==> config.mk <==
export PLATFORM = sky130hd
export DESIGN_NAME = alu_subtract_rotate_swap_xor
export DESIGN_NICKNAME = d
export VERILOG_FILES = /design/src/hw/alu_pkg.sv /design/src/hw/alu_if.sv /design/src/hw/alu_subtract_rotate_swap_xor.sv /design/src/hw/alu_exec.sv
export SDC_FILE = /design/constraint.sdc
export NUM_CORES = 1
export LEC_CHECK = 0
export BUFFER_PORTS_ARGS = -buffer_cell sky130_fd_sc_hd__buf_2
export CAP_MARGIN = 20
export CELL_PAD_IN_SITES_DETAIL_PLACEMENT = 0
export CELL_PAD_IN_SITES_GLOBAL_PLACEMENT = 1
export CORE_UTILIZATION = 40
export CTS_BUF_LIST = sky130_fd_sc_hd__clkbuf_4
export DETAILED_ROUTE_END_ITERATION = 10
export PLACE_DENSITY_LB_ADDON = 0.12
export RECOVER_POWER = 25
export SLEW_MARGIN = 20
export SYNTH_ARGS = -nofsm -noshare
export SYNTH_HDL_FRONTEND = slang
export SYNTH_HIERARCHICAL = 1
export SYNTH_SLANG_ARGS = --single-unit
==> constraint.sdc <==
create_clock -name pclk -period 3.5 [get_ports pclk]
set_input_delay 0.7 -clock pclk [delete_from_list [all_inputs] [get_ports pclk]]
set_output_delay 0.7 -clock pclk [all_outputs]
set_load 0.02 [all_outputs]
==> src/hw/alu_pkg.sv <==
// Shared constants and types of the subtract/rotate/swap/xor datapath
package alu_pkg;

  // Operation codes carried in the instruction register
  typedef enum logic [2:0] {
    OP_SUB,
    OP_ROR,
    OP_SWAP,
    OP_DIR,
    OP_XORL,
    OP_XORR
  } op_type;

  // Highest legal operation code; the two codes above it are refused
  localparam logic [2:0]  OP_LAST    = 3'h5;

  // Register byte offsets on the APB slave
  localparam logic [11:0] ADDR_INSN  = 12'h000;
  localparam logic [11:0] ADDR_ACC   = 12'h004;
  localparam logic [11:0] ADDR_FLAGS = 12'h008;
  localparam logic [11:0] ADDR_DIR0  = 12'h00C;
  localparam logic [11:0] ADDR_DIR1  = 12'h010;
  localparam logic [11:0] ADDR_FILE  = 12'h080;
  localparam logic [11:0] ADDR_FEND  = 12'h0FC;

  // Instruction word fields
  localparam int          OP_LSB     = 0;
  localparam int          DEST_BIT   = 3;
  localparam int          FSEL_LSB   = 4;
  localparam int          LIT_LSB    = 16;

  // Flag register bit positions
  localparam int          FLAG_C     = 0;
  localparam int          FLAG_DIG   = 1;
  localparam int          FLAG_Z     = 2;

  // Direction register selectors
  localparam logic [4:0]  DIR_SEL0   = 5'h06;
  localparam logic [4:0]  DIR_SEL1   = 5'h07;

  // Values after reset
  localparam logic [7:0]  ACC_RST    = 8'h00;
  localparam logic [7:0]  DIR_RST    = 8'hFF;
  localparam logic [2:0]  FLAGS_RST  = 3'h0;
  localparam logic [31:0] INSN_RST   = 32'h0000_0000;

endpackage

==> src/hw/alu_if.sv <==
// Operand and result bundle between the datapath top and its ALU
`timescale 1ns/10ps
interface alu_if;
  alu_pkg::op_type op;
  logic [7:0]      acc;
  logic [7:0]      opnd;
  logic [7:0]      lit;
  logic            c_in;
  logic [7:0]      result;
  logic            c_out;
  logic            dig_out;
  logic            z_out;
  logic            wr_c;
  logic            wr_dig;
  logic            wr_z;

  modport core (
    input  op, acc, opnd, lit, c_in,
    output result, c_out, dig_out, z_out, wr_c, wr_dig, wr_z
  );
  modport user (
    output op, acc, opnd, lit, c_in,
    input  result, c_out, dig_out, z_out, wr_c, wr_dig, wr_z
  );
endinterface

==> src/hw/alu_subtract_rotate_swap_xor.sv <==
// APB-reached execution datapath: subtract, rotate, swap, xor, dir load
`timescale 1ns/10ps

// Function
// - Subtract computes file register minus accumulator; all three flags.
// - Destination bit 0 writes accumulator; 1 writes back the file register.
// - File operands use a five-bit address, registers 0 to 31.
// - Rotate right through carry; old carry to bit 7, bit 0 to carry.
// - Nibble swap exchanges upper and lower halves; no flags change.
// - Direction load copies accumulator to direction register 6 or 7.
// - Literal xor: accumulator xor immediate into accumulator; only Z changes.
// - Register xor: accumulator xor file register, routed by destination.
module alu_subtract_rotate_swap_xor #(
  parameter bit HAS_DIR1 = 1'b1
) (
  // Clock, reset, enable
  input  wire logic        pclk,
  input  wire logic        presetn,
  input  wire logic        pce,
  // APB slave
  input  wire logic        psel,
  input  wire logic        penable,
  input  wire logic        pwrite,
  input  wire logic [11:0] paddr,
  input  wire logic [31:0] pwdata,
  output logic      [31:0] prdata,
  output logic             pready,
  output logic             pslverr,
  // Port direction registers
  output logic      [7:0]  port_dir0,
  output logic      [7:0]  port_dir1
);

  logic [7:0]  file_r [32];
  logic [7:0]  acc_r;
  logic        flag_c_r;
  logic        flag_dig_r;
  logic        flag_z_r;
  logic [7:0]  dir0_r;
  logic [7:0]  dir1_r;
  logic [31:0] insn_r;
  logic [31:0] prdata_r;
  logic        pready_r;
  logic        pslverr_r;
  logic [31:0] rd_val;
  logic        setup;
  logic        wr;
  logic        exec;
  logic        insn_ok;
  logic        dest;
  logic [4:0]  fsel;
  logic        to_acc;
  logic        to_file;
  alu_pkg::op_type op_q;

  alu_if alu ();

  // File window decode, used by both read and write paths
  function automatic logic is_file(input logic [11:0] a);
    return a >= alu_pkg::ADDR_FILE && a <= alu_pkg::ADDR_FEND &&
           a[1:0] == 2'b00;
  endfunction

  // Word index of a file register in the window
  function automatic logic [4:0] file_idx(input logic [11:0] a);
    return a[6:2];
  endfunction

  // Instruction fields straight from write data
  assign op_q  = alu_pkg::op_type'(pwdata[alu_pkg::OP_LSB +: 3]);
  assign dest  = pwdata[alu_pkg::DEST_BIT];
  assign fsel  = pwdata[alu_pkg::FSEL_LSB +: 5];

  // Direction load only accepts its two selectors
  always_comb begin
    insn_ok = pwdata[alu_pkg::OP_LSB +: 3] <= alu_pkg::OP_LAST;
    if (op_q == alu_pkg::OP_DIR) begin
      insn_ok = fsel == alu_pkg::DIR_SEL0 ||
                (HAS_DIR1 && fsel == alu_pkg::DIR_SEL1);
    end
  end

  // Bus phases; a write lands only at the completing access edge
  assign setup = pce & psel & ~penable;
  assign wr    = pce & psel & penable & pready_r & pwrite;
  assign exec  = wr & (paddr == alu_pkg::ADDR_INSN) & insn_ok;

  // Destination routing; literal xor always targets the accumulator
  assign to_acc  = op_q == alu_pkg::OP_XORL ||
                   (!dest && op_q != alu_pkg::OP_DIR);
  assign to_file = dest && op_q != alu_pkg::OP_DIR &&
                   op_q != alu_pkg::OP_XORL;

  // Operands into the ALU
  assign alu.op   = op_q;
  assign alu.acc  = acc_r;
  assign alu.opnd = file_r[fsel];
  assign alu.lit  = pwdata[alu_pkg::LIT_LSB +: 8];
  assign alu.c_in = flag_c_r;

  alu_exec u_exec (
    .bus (alu.core)
  );

  // Read mux, sampled in the setup phase
  always_comb begin
    rd_val = 32'h0000_0000;
    if (is_file(paddr)) begin
      rd_val = {24'h00_0000, file_r[file_idx(paddr)]};
    end else begin
      unique case (paddr)
        alu_pkg::ADDR_INSN:  rd_val = insn_r;
        alu_pkg::ADDR_ACC:   rd_val = {24'h00_0000, acc_r};
        alu_pkg::ADDR_FLAGS: rd_val = {29'h0000_0000, flag_z_r,
                                       flag_dig_r, flag_c_r};
        alu_pkg::ADDR_DIR0:  rd_val = {24'h00_0000, dir0_r};
        alu_pkg::ADDR_DIR1:  rd_val = {24'h00_0000, dir1_r};
        default:             rd_val = 32'h0000_0000;
      endcase
    end
  end

  // Ready one cycle after setup: every access has zero wait states
  always_ff @(posedge pclk or negedge presetn) begin
    if (!presetn) begin
      pready_r <= 1'b0;
    end else if (pce) begin
      pready_r <= setup;
    end
  end

  // Read data and error captured at setup, held through access
  always_ff @(posedge pclk or negedge presetn) begin
    if (!presetn) begin
      prdata_r  <= 32'h0000_0000;
      pslverr_r <= 1'b0;
    end else if (setup) begin
      prdata_r  <= pwrite ? 32'h0000_0000 : rd_val;
      pslverr_r <= !(is_file(paddr) || paddr == alu_pkg::ADDR_INSN ||
                     paddr == alu_pkg::ADDR_ACC ||
                     paddr == alu_pkg::ADDR_FLAGS ||
                     paddr == alu_pkg::ADDR_DIR0 ||
                     paddr == alu_pkg::ADDR_DIR1) ||
                   (pwrite && paddr == alu_pkg::ADDR_INSN && !insn_ok);
    end
  end

  // Last accepted instruction word
  always_ff @(posedge pclk or negedge presetn) begin
    if (!presetn) begin
      insn_r <= alu_pkg::INSN_RST;
    end else if (exec) begin
      insn_r <= pwdata;
    end
  end

  // File registers: no reset, plain storage
  always_ff @(posedge pclk) begin
    if (wr && is_file(paddr)) begin
      file_r[file_idx(paddr)] <= pwdata[7:0];
    end else if (exec && to_file) begin
      file_r[fsel] <= alu.result;
    end
  end

  // Accumulator
  always_ff @(posedge pclk or negedge presetn) begin
    if (!presetn) begin
      acc_r <= alu_pkg::ACC_RST;
    end else if (wr && paddr == alu_pkg::ADDR_ACC) begin
      acc_r <= pwdata[7:0];
    end else if (exec && to_acc) begin
      acc_r <= alu.result;
    end
  end

  // Flags change on a flags register write, or where the operation says so
  always_ff @(posedge pclk or negedge presetn) begin
    if (!presetn) begin
      {flag_z_r, flag_dig_r, flag_c_r} <= alu_pkg::FLAGS_RST;
    end else if (wr && paddr == alu_pkg::ADDR_FLAGS) begin
      flag_c_r   <= pwdata[alu_pkg::FLAG_C];
      flag_dig_r <= pwdata[alu_pkg::FLAG_DIG];
      flag_z_r   <= pwdata[alu_pkg::FLAG_Z];
    end else if (exec) begin
      if (alu.wr_c) flag_c_r <= alu.c_out;
      if (alu.wr_dig) flag_dig_r <= alu.dig_out;
      if (alu.wr_z) flag_z_r <= alu.z_out;
    end
  end

  // Direction registers; reset to all inputs so pins start undriven
  always_ff @(posedge pclk or negedge presetn) begin
    if (!presetn) begin
      dir0_r <= alu_pkg::DIR_RST;
      dir1_r <= alu_pkg::DIR_RST;
    end else if (wr && paddr == alu_pkg::ADDR_DIR0) begin
      dir0_r <= pwdata[7:0];
    end else if (wr && paddr == alu_pkg::ADDR_DIR1 && HAS_DIR1) begin
      dir1_r <= pwdata[7:0];
    end else if (exec && op_q == alu_pkg::OP_DIR) begin
      if (fsel == alu_pkg::DIR_SEL0) dir0_r <= alu.result;
      else dir1_r <= alu.result;
    end
  end

  assign prdata    = prdata_r;
  assign pready    = pready_r;
  assign pslverr   = pslverr_r;
  assign port_dir0 = dir0_r;
  assign port_dir1 = dir1_r;
endmodule

==> src/hw/alu_exec.sv <==
// Combinational result and flag logic for the six operations
`timescale 1ns/10ps
module alu_exec (
  // Operands in, results out
  alu_if.core bus
);

  logic [8:0] diff;
  logic [4:0] ndiff;

  // Borrow seen in bit 8 and bit 4 of zero-extended differences
  assign diff  = {1'b0, bus.opnd} - {1'b0, bus.acc};
  assign ndiff = {1'b0, bus.opnd[3:0]} - {1'b0, bus.acc[3:0]};

  // Result and flag-write selection per operation
  always_comb begin
    bus.result = 8'h00;
    bus.c_out  = 1'b0;
    bus.dig_out = 1'b0;
    bus.wr_c   = 1'b0;
    bus.wr_dig = 1'b0;
    bus.wr_z   = 1'b0;
    unique case (bus.op)
      alu_pkg::OP_SUB: begin
        bus.result = diff[7:0];
        bus.c_out  = ~diff[8];
        bus.dig_out = ~ndiff[4];
        bus.wr_c   = 1'b1;
        bus.wr_dig = 1'b1;
        bus.wr_z   = 1'b1;
      end
      alu_pkg::OP_ROR: begin
        bus.result = {bus.c_in, bus.opnd[7:1]};
        bus.c_out  = bus.opnd[0];
        bus.wr_c   = 1'b1;
      end
      alu_pkg::OP_SWAP: begin
        bus.result = {bus.opnd[3:0], bus.opnd[7:4]};
      end
      alu_pkg::OP_DIR: begin
        bus.result = bus.acc;
      end
      alu_pkg::OP_XORL: begin
        bus.result = bus.acc ^ bus.lit;
        bus.wr_z   = 1'b1;
      end
      alu_pkg::OP_XORR: begin
        bus.result = bus.acc ^ bus.opnd;
        bus.wr_z   = 1'b1;
      end
      default: begin
        bus.result = 8'h00;
      end
    endcase
  end

  // Zero test on the full eight-bit result
  assign bus.z_out = (bus.result == 8'h00);

endmodule

==> out/metrics.yaml, run 1 <==
ant_nets: 0
globalRoute.totalOverflow: 0
power_density_nw_per_um2: 427
yosysMostFrequentCell: "edfxtp_1"
drv_slew: 79
startpoint: "pwdata[4]"
synthDistinctLibCells: 76
yosys.area.top_type: "edfxtp_1"
worstPathMaxFanout: 15
hold_end: "insn_r[15]$_DFFE_PN0P_"
track_usage: 0.256
path_clk_slew_ns: 0.06
irDropWorstVdd_v: 0.000238
synthesis.instances: 1100
synth_compound_area_frac: 0.0732
hold_path_class: "in -> reg"
core_sq_um: 43200
r2r_cells: 14
synthFlopType: "edfxtp_1"
synth_seq_cells: 349
synth-simple-area-share: 0.0511
syn_area_per_cell_sq_um: 16.0
hold_path_depth: 2
dieArea_sq_um: 44800
start_util: 0.407
reg2reg_slack_ns: -0.43
routabilityCongestion: 0.896
relSlewSlack: -0.483
dr.pass1.iters: 5
place_ws_ns: -1.28
tightestPinTransition_ns: 2.22
cap_violations: 2
yosysWarnings: 6
ioPinCount: 100
clock_skew_ns: 0.0370
die_h_microns: 212
wire_per_inst_microns: 27.6
cts_tree: "done"
fin_util: 0.497
io_buffers: 99
synth_fa_ha_area_frac: 0.00754
first_iter_violations: 1086
worstHoldStart: "pwdata[15]"
synth_nets: 1160
num_rows: 76
ys_seq_area_frac: 0.571
synth_top_family_by_area: "multiplexers"
leakagePower_uw: 0.00830
critical_path_required_ns: 4.22
die_w_microns: 212
first_global_vias: 12100
dp_hpwl_mm: 37.9
grt_start_max_net_pins: 63
area_growth_pct: 22.0
status: "finished with violations"
synth-edff-count: 256
yosysTopAreaCellShare: 0.437
hold_viol_final: 0
muxShareOfSynthArea: 0.264
cts_htree_levels: 3
cts-buffers-inserted: 94
total_power_uw: 9150
r2r_end: "flag_z_r$_DFFE_PN0P_"
crit_type: "in -> reg"
synthXorXnorAreaFrac: 0.00548
cp-end-kind: "flip-flop"
root_buffer: "clkbuf_4"
cts_max_path_buffers: 3
grt_pass1_wl_mm: 81.4
layout_setup_ws_ns: -0.449
grt_setup_unrepaired: "true"
r2r-start: "file_r[23][0]$_DFFE_PP_"
antenna_found_initial: 3
violations: "capacitance limit, slew limit, setup timing"
synthTopCellsByArea: "edfxtp_1 (44%), mux4_2 (18%), dfrtp_1 (11%)"
cts.sinks: 349
placedCellCount: 1854
syn_area_sq_um: 17600
drc_errors: 0
whs_ns: 0.136
start_kind: "input port"
via_per_inst: 5.84
period_share: 1.13
finalSetupViolations: 247
worstPathArrival_ns: 4.67
max_freq_mhz: 253
instances_no_fill: 2054
wirelength_mm: 56.6
clock_latency_ns: 0.81
drive_gt1_frac: 0.476
vias: 12000
final_nets: 1448
async_flop_share: 0.266
synth_common_cells: "edfxtp_1 (256), mux4_2 (137), mux2_2 (93)"
final.min_clock_period_ns: 3.95
-- report_power, final --
part / leakage (uW) / switching (uW) / internal (uW)
logic: 0.00407 / 616 / 504
registers: 0.00352 / 2.22 / 4450
clock network: 0.000710 / 1760 / 1820
-- cell families (layout without fill, tap and decap cells) --
logic type,after synthesis,count (layout)
flops,349,349
mux,280,292
simple gates,173,173
compound gates,168,168
buf+inv,109,464
xor+xnor,11,11
fa+ha+maj,10,10
other cells,0,2
-- cell type report --
type | count | area, sq um
Inverter | 24 | 92.6
Clock inverter | 44 | 218
Tap cell | 585 | 732
Clock buffer | 131 | 983
Antenna cell | 2 | 5.00
Sequential cell | 349 | 10000
Fill cell | 3867 | 21700
Timing Repair Buffer | 265 | 1910
Multi-Input combinational cell | 654 | 7470
-- metal layers --
metal  track usage  up-vias  part of all wire  wire (microns)
met5             0        -                 0               0
met4        0.0880        0             0.031            1780
met3        0.0541       97             0.077            4380
met2         0.409      558              0.48           27000
met1         0.347     6166              0.41           23400
li1              -     5177                 -               -
-- sequential cells by signal (all words and copies together) (netlist names) --
| signal | count |
|---|---|
| insn_r | 32 |
| flag_dig_r | 1 |
| prdata | 32 |
| pready | 1 |
| pslverr | 1 |
| acc_r | 8 |
| port_dir1 | 8 |
| flag_z_r | 1 |
| file_r | 256 |
| port_dir0 | 8 |
| alu.c_in | 1 |
-- metrics by stage --
stage	TNS (ns)	cell area (sq um)
after global placement	-298.96	19800
after global routing	-89.42	21400
after detailed placement	-308.81	19800
final	-69.95	21400
after floorplan	-124.68	17800
after CTS	-65.01	21300
-- critical path, stage by stage --
cell      delay, ns
buf_6          0.25
buf_4          0.29
mux4_2         0.52
mux4_2         0.46
mux2_2         0.34
ha_4           0.31
mux2_2         0.36
a222oi_1       0.42
nand3_2        0.12
buf_6          0.17
nor4_1         0.31
o2111a_1       0.23
nand3_1        0.07
nand3_1        0.07
-- how the worst max path moves through the flow --
stage | to | slack, ns | depth (start not counted)
after floorplan | flag_z_r$_DFFE_PN0P_ | -0.78 | 16
after global placement | port_dir0[6]$_DFFE_PN1P_ | -1.22 | 12
after detailed placement | file_r[17][6]$_DFFE_PP_ | -1.28 | 10
after CTS | flag_z_r$_DFFE_PN0P_ | -0.41 | 14
after global routing | flag_z_r$_DFFE_PN0P_ | -0.53 | 14
final | flag_z_r$_DFFE_PN0P_ | -0.45 | 14
-- placed cells by master (no fill, tap or decap), types with 12 or more instances in the layout --
cell type,synthesis,layout
edfxtp_1,256,256
buf_4,6,144
mux4_2,137,137
clkbuf_4,0,132
buf_2,20,93
dfrtp_1,77,77
mux2_2,93,72
mux2i_1,45,44
nand2_1,43,43
nor2_1,42,42
mux2_4,0,33
clkinv_1,1,30
a22o_1,29,29
inv_1,23,20
a21oi_1,23,19
o21ai_0,26,18
nor3_1,17,17
dfstp_2,16,16
nand3_1,14,13
nand2b_1,12,12
a31oi_1,12,12
-- what timing repair did --
action	4_1_cts	5_1_grt
endpoints found under the setup margin	247	280
gates cloned	8	4
hold buffers	1	0
endpoints found under the hold margin	39	0
buffers inserted	5	6
resized for setup	27	16
pin swaps	9	11
(Power assumes the default switching activity.)
==> inputs of run 2 (changes only) <==
RECOVER_POWER = 100   (was 25)
SYNTH_HIERARCHICAL = default   (was 1)
==> run 2 against run 1 <==
The flow still finishes with violations (capacitance limit, slew limit, setup timing). Final area is 3.9% higher. Fmax shrank 1.6%. First-iteration DRC count increased by 13%. Total power rose by 2.1%. Core utilization increased by 2.2 points. Sequential cell count is the same. Die area is 0.96% lower. Area after synthesis is 0.97% lower. Critical path type is now reg -> reg. Critical endpoint is now file_r[6][6]$_DFFE_PP_. Largest cell class unchanged. Highest routed layer is now met5.
==> out/metrics.yaml, run 2 <==
die_h_microns: 211  # -0.48%
irDropWorstVdd_v: 0.000328  # +38%
synth_nets: 1216  # +4.8%
cts_tree: "done"
dp_hpwl_mm: 42.2  # +11%
regMostFlops: "file_r"
path_clk_slew_ns: 0.06  # about the same
final_nets: 1623  # +12%
cap_violations: 2  # unchanged
globalRoute.totalOverflow: 0  # unchanged
grt_start_max_net_pins: 77  # +22%
grt_setup_unrepaired: "true"
syn_area_sq_um: 17400  # -0.97%
cp-end-kind: "flip-flop"
synth-edff-count: 256  # unchanged
ys_seq_area_frac: 0.576  # +0.00558
ioPinCount: 100  # unchanged
drv_slew: 93  # +18%
crit_type: "reg -> reg"
layout_commonest_cell: "edfxtp_1"
sw_frac_of_total: 0.259  # -0.000844
critical_path_required_ns: 4.10  # -0.12 ns
dr.pass1.iters: 5  # unchanged
ant_nets: 0  # unchanged
clockPowerShare: 0.396  # +0.005
intPower_uw: 6920  # +2.2%
wirelength_mm: 61.2  # +8.1%
comb_power_share: 0.128  # +0.006
async_flop_share: 0.266  # unchanged
yosysMostFrequentCell: "edfxtp_1"
period_share: 1.15  # +0.0185
final.min_clock_period_ns: 4.01  # +0.0648 ns
seq_area_sq_um: 10000  # unchanged
vias: 12800  # +6.5%
relSlewSlack: -1.02  # -0.535
synthDistinctLibCells: 74  # -2.6%
clock_latency_ns: 0.91  # +0.10 ns
die_w_microns: 211  # -0.48%
antenna_found_initial: 3  # unchanged
synthTopCellsByArea: "edfxtp_1 (44%), mux4_2 (14%), dfrtp_1 (11%)"
syn_area_per_cell_sq_um: 15.1  # -5.8%
yosysTopAreaCellShare: 0.441  # +0.00427
max_freq_mhz: 249  # -1.6%
synthFlopType: "edfxtp_1"
area_growth_pct: 27.9
tightestPinTransition_ns: 3.03  # +0.802 ns
highest-signal-layer: "met5"
via_per_inst: 5.77  # -1.3%
drc_errors: 0  # unchanged
wl_met2_mm: 29.0  # +7.3%
leakagePower_uw: 0.00858  # +3.4%
multi_input_area_sq_um: 7290  # -2.4%
yosysWarnings: 0  # -6
violations: "capacitance limit, slew limit, setup timing"
finalSetupViolations: 524  # +110%
placed_area_sq_um: 20400  # +2.5%
yosys.area.top_type: "edfxtp_1"
largest_reg_flops: 256  # unchanged
cts-buffers-inserted: 96  # +2.1%
wire_per_inst_microns: 27.6  # +0.20%
first_global_vias: 13000  # +7.3%
most-common-layout-cells: "edfxtp_1 (256), buf_4 (240), clkbuf_4 (145)"
design_area_sq_um: 22300  # +3.9%
hold_path_class: "in -> reg"
start_kind: "flip-flop"
routed-wl-met3_mm: 4.46  # +1.8%
total_power_uw: 9340  # +2.1%
worstPathArrival_ns: 4.61  # -0.06 ns
dieArea_sq_um: 44400  # -0.96%
layout_setup_ws_ns: -0.514  # -0.0648 ns
synthesis.instances: 1156  # +5.1%
status: "finished with violations"
worstPathMaxFanout: 8  # -7
clock_skew_ns: 0.0832  # +0.0462 ns
cts_max_path_buffers: 3  # unchanged
synth_common_cells: "edfxtp_1 (256), mux4_2 (110), dfrtp_1 (77)"
hold_viol_final: 0  # unchanged
power_density_nw_per_um2: 419  # -1.8%
core_sq_um: 43000  # -0.44%
root_buffer: "clkbuf_4"
io_buffers: 99  # unchanged
p_sw_uw: 2420  # +1.7%
start_util: 0.405  # -0.00216
track_usage: 0.283  # +0.0268
synth_seq_cells: 349  # unchanged
wl_met1_mm: 25.0  # +6.8%
num_rows: 76  # unchanged
drive_gt1_frac: 0.442  # -0.0343
cts_htree_levels: 3  # unchanged
grt_pass1_wl_mm: 88.7  # +9.0%
first_iter_violations: 1225  # +13%
cts.sinks: 349  # unchanged
routabilityCongestion: 0.929  # +3.6%
fill_cells: 3799  # -1.8%
p_seq_frac: 0.477  # -0.009
-- run 2: changes by cell type after synthesis, sizes merged, moves of 8 or more --
| cell | delta |
|---|---|
| mux2 | -46 |
| a21oi | +10 |
| mux4 | -11 |
| a22oi | +33 |
| nand2 | +14 |
| nor2 | +30 |
| mux2i | +8 |
| o21ai | +26 |
-- run 2: power by group through the flow --
| stage | registers, uW | logic (uW) | clock network (uW) |
|---|---|---|---|
| finish | 4450 | 1190 | 3700 |
| floorplan | 4540 | 546 | 0 |
| CTS | 4450 | 1160 | 3800 |
| detailed placement | 4540 | 1040 | 0 |
| global placement | 4540 | 1030 | 0 |
| global route | 4450 | 1250 | 4010 |
-- run 2: cell type report --
type	instances	area share
timing repair buffer	384	0.130
antenna	5	0.000562
clock inverter	18	0.00556
tap	585	0.0329
inverter	29	0.00489
multi-input combinational	703	0.327
sequential	349	0.450
clock buffer	143	0.0482
-- run 2: logic make-up after synthesis --
group | count (synthesis) | share of synthesized area
simple gates | 214 | 0.0580
xor+xnor | 13 | 0.00654
compound gates | 228 | 0.0917
buf+inv | 111 | 0.0290
mux | 231 | 0.231
fa+ha+maj | 10 | 0.00762
flops | 349 | 0.576
-- run 2: repair_timing --
action | CTS | global route
gates cloned | 9 | 0
endpoints found under the hold margin | 43 | 0
setup buffers | 20 | 14
pin swaps | 14 | 23
setup endpoints to repair | 238 | 370
hold buffers | 8 | 0
resized for setup | 49 | 21
-- run 2: final timing paths --
| path | cells past startpoint | endpoint | slack, ns | startpoint |
|---|---|---|---|---|
| max | 18 | file_r[6][6]$_DFFE_PP_ | -0.51 | file_r[21][0]$_DFFE_PP_ |
| min | 2 | insn_r[24]$_DFFE_PN0P_ | 0.07 | pwdata[24] |
| max reg2reg | 18 | file_r[6][6]$_DFFE_PP_ | -0.51 | file_r[21][0]$_DFFE_PP_ |
| min reg2reg | 1 | prdata[30]$_DFFE_PN0P_ | 0.48 | insn_r[30]$_DFFE_PN0P_ |
| max in group asynchronous | 3 | insn_r[8]$_DFFE_PN0P_ | 0.32 | presetn |
| min in group asynchronous | 2 | insn_r[17]$_DFFE_PN0P_ | 1.36 | presetn |
-- run 2: routing by layer --
metal / global-route usage / up-vias
met5: 0 / -
met3: 0.0648 / 124
met2: 0.446 / 566
met4: 0.131 / 2
met1: 0.372 / 6547
li1: - / 5537
-- run 2: worst max-delay path, cell delays in order (launching register included) --
cell	delay, ns
edfxtp_1	0.39
mux4_2	0.47
mux2i_1	0.15
buf_4	0.17
a21oi_1	0.07
o21ai_1	0.08
o21a_1	0.18
ha_2	0.19
inv_2	0.04
fa_2	0.33
a21o_1	0.18
a21oi_2	0.16
o21bai_1	0.12
a21oi_2	0.19
xnor2_1	0.10
a211oi_2	0.30
o21ai_4	0.14
buf_12	0.16
mux2_4	0.32
-- run 2: metrics by stage --
step | instances | setup WS, ns | TNS, ns | utilization | hold slack (ns)
final | 2216 | -0.514 | -113.94 | 0.518 | 0.0712
after CTS | 2199 | -0.492 | -36.91 | 0.515 | 0.000142
after detailed placement | 2003 | -1.32 | -471.52 | 0.474 | 0.472
after floorplan | 1156 | -0.971 | -156.47 | - | 0.404
after global routing | 2216 | -0.644 | -159.41 | 0.518 | 0.00676
after global placement | 2003 | -1.28 | -453.98 | 0.474 | 0.467
==> inputs of run 3 (changes only) <==
CORE_UTILIZATION = 49   (was 40)
TNS_END_PERCENT = 30   (was default)
==> run 3 against run 2 <==
The flow still finishes with violations (capacitance limit, slew limit, setup timing). Core utilization grew 9.4 points. Sequential cell count is the same. Hold slack gained 0.079 ns. Total power shrank 2.6%. Fmax shrank 0.66%. Non-clock buffer count shrank 71. Setup slack lost 0.027 ns. Clock skew grew 0.017 ns.
==> out/metrics.yaml, run 3 (synthesis results as in run 2) <==
max_freq_mhz: 248  # -0.66%
num_rows: 68  # -11%
track_usage: 0.319  # +0.0368
path_clk_slew_ns: 0.07  # about the same
via_per_inst: 6.27  # +8.7%
dr.pass1.iters: 8  # +3
cts_tree: "done"
irDropWorstVdd_v: 0.000381  # +16%
grt_start_max_net_pins: 77  # unchanged
placedCellCount: 1831  # -8.6%
globalRoute.totalOverflow: 0  # unchanged
first_global_vias: 12500  # -3.3%
placed_area_sq_um: 19900  # -2.2%
place_ws_ns: -1.20  # +0.119 ns
final.min_clock_period_ns: 4.04  # +0.0268 ns
die_h_microns: 191  # -9.6%
period_share: 1.15  # +0.00764
cp-end-kind: "flip-flop"
core_sq_um: 34800  # -19%
crit_type: "reg -> reg"
start_kind: "flip-flop"
layout_commonest_cell: "edfxtp_1"
regMostFlops: "file_r"
finalSetupViolations: 537  # +2.5%
routabilityCongestion: 0.901  # -3.0%
instances_no_fill: 2018  # -8.9%
reg2reg_slack_ns: -0.54  # -0.03 ns
hold_viol_final: 0  # unchanged
r2r-start: "file_r[28][0]$_DFFE_PP_"
cts_max_path_buffers: 3  # unchanged
first_iter_violations: 1196  # -2.4%
r2r_cells: 17  # -1
final_nets: 1546  # -4.7%
root_buffer: "clkbuf_4"
worstPathArrival_ns: 4.53  # -0.08 ns
startpoint: "file_r[28][0]$_DFFE_PP_"
ioPinCount: 100  # unchanged
dp_hpwl_mm: 39.4  # -6.6%
vias: 12600  # -1.0%
clock_latency_ns: 0.84  # -0.07 ns
cap_violations: 2  # unchanged
hold_path_class: "in -> reg"
wirelength_mm: 56.2  # -8.3%
worstSetupEndpoint: "file_r[28][6]$_DFFE_PP_"
cts_htree_levels: 3  # unchanged
grt_setup_unrepaired: "true"
drive_gt1_frac: 0.402  # -0.0399
critical_path_required_ns: 3.99  # -0.11 ns
r2r_end: "file_r[28][6]$_DFFE_PP_"
most-common-layout-cells: "edfxtp_1 (256), buf_4 (186), clkbuf_4 (137)"
cts.sinks: 349  # unchanged
wire_per_inst_microns: 27.8  # +0.73%
power_density_nw_per_um2: 427  # +1.9%
clock_skew_ns: 0.100  # +0.0173 ns
grt_pass1_wl_mm: 83.0  # -6.5%
whs_ns: 0.151  # +0.0794 ns
drv_slew: 111  # +19%
start_util: 0.500  # +0.0953
die_w_microns: 191  # -9.6%
status: "finished with violations"
antenna_found_initial: 1  # -2
fin_util: 0.612  # +0.0938
ant_nets: 0  # unchanged
tightestPinTransition_ns: 2.23  # -0.794 ns
relSlewSlack: -0.489  # +0.529
worstPathMaxFanout: 8  # unchanged
violations: "capacitance limit, slew limit, setup timing"
leakagePower_uw: 0.00816  # -4.9%
dieArea_sq_um: 36300  # -18%
cts-buffers-inserted: 93  # -3.1%
largest_reg_flops: 256  # unchanged
drc_errors: 0  # unchanged
area_growth_pct: 22.3
io_buffers: 99  # unchanged
design_area_sq_um: 21300  # -4.4%
layout_setup_ws_ns: -0.540  # -0.0268 ns
## run 3: cell types whose count changed in the layout (fill, tap and decap cells not counted), moves of 7 or more
cell,before,now
o21ai_1,18,8
buf_6,13,6
buf_4,240,186
o21ai_0,28,39
clkinv_1,8,25
clkbuf_4,145,137
dlygate4sd3_1,8,1
## run 3: worst min-delay path by stage
stage	start	to	slack, ns	cells after the start
after global placement	pslverr$_DFFE_PN0P_	pslverr$_DFFE_PN0P_	0.46	2
final	pwdata[31]	insn_r[31]$_DFFE_PN0P_	0.15	2
after detailed placement	pslverr$_DFFE_PN0P_	pslverr$_DFFE_PN0P_	0.47	2
after global routing	pwdata[31]	insn_r[31]$_DFFE_PN0P_	0.11	2
after CTS	pce	pready$_DFFE_PN0P_	0.08	2
after floorplan	presetn	acc_r[0]$_DFFE_PN0P_	0.40	0
## run 3: cell type report
type | count | area (sq um)
clock inverter | 33 | 160
multi-input combinational | 700 | 7110
clock buffer | 137 | 1030
fill | 2820 | 13500
antenna | 2 | 5.00
sequential | 349 | 10000
timing repair buffer | 313 | 2280
inverter | 29 | 109
tap | 455 | 569
## run 3: critical path: stages (launching register included)
cell and delay (ns):
edfxtp_1 0.40, mux4_2 0.48, mux2i_2 0.20, buf_4 0.18
nand2_2 0.05, o21ai_1 0.07, o21a_1 0.21, ha_2 0.20
inv_2 0.04, fa_2 0.37, a21o_1 0.20, a21oi_2 0.14
o21bai_1 0.09, a21oi_2 0.17, xnor2_1 0.11, a211oi_2 0.26
o21ai_4 0.17, mux2_4 0.38
## run 3: routing by layer
metal  GRT usage  vias up  wire length, microns
li1            -     5382                     -
met1       0.432     6423                 22300
met2       0.482      697                 25900
met3      0.0679      146                  4840
met4       0.179        0                  3160
met5           0        -                     0
## run 3: repair_timing
item | in CTS | in global routing
buffers inserted | 8 | 3
endpoints found under the setup margin | 238 | 278
gates resized for setup | 26 | 9
cloned | 5 | 0
endpoints found under the hold margin | 8 | 0
pin swaps | 7 | 5
hold buffers | 1 | 0
## run 3: where the power goes
group	internal (uW)	switching [uW]	total (uW)	leakage, uW
Combinational	465	590	1050	0.00392
Clock	1870	1730	3600	0.000709
Sequential	4450	1.65	4450	0.00353
## run 3: stage by stage
step                      power [uW]  setup TNS (ns)
after detailed placement        5520         -364.14
after floorplan                 5080         -188.88
final                           9100         -158.86
after CTS                       9160          -61.36
after global routing            9440         -218.78
after global placement          5510         -358.80
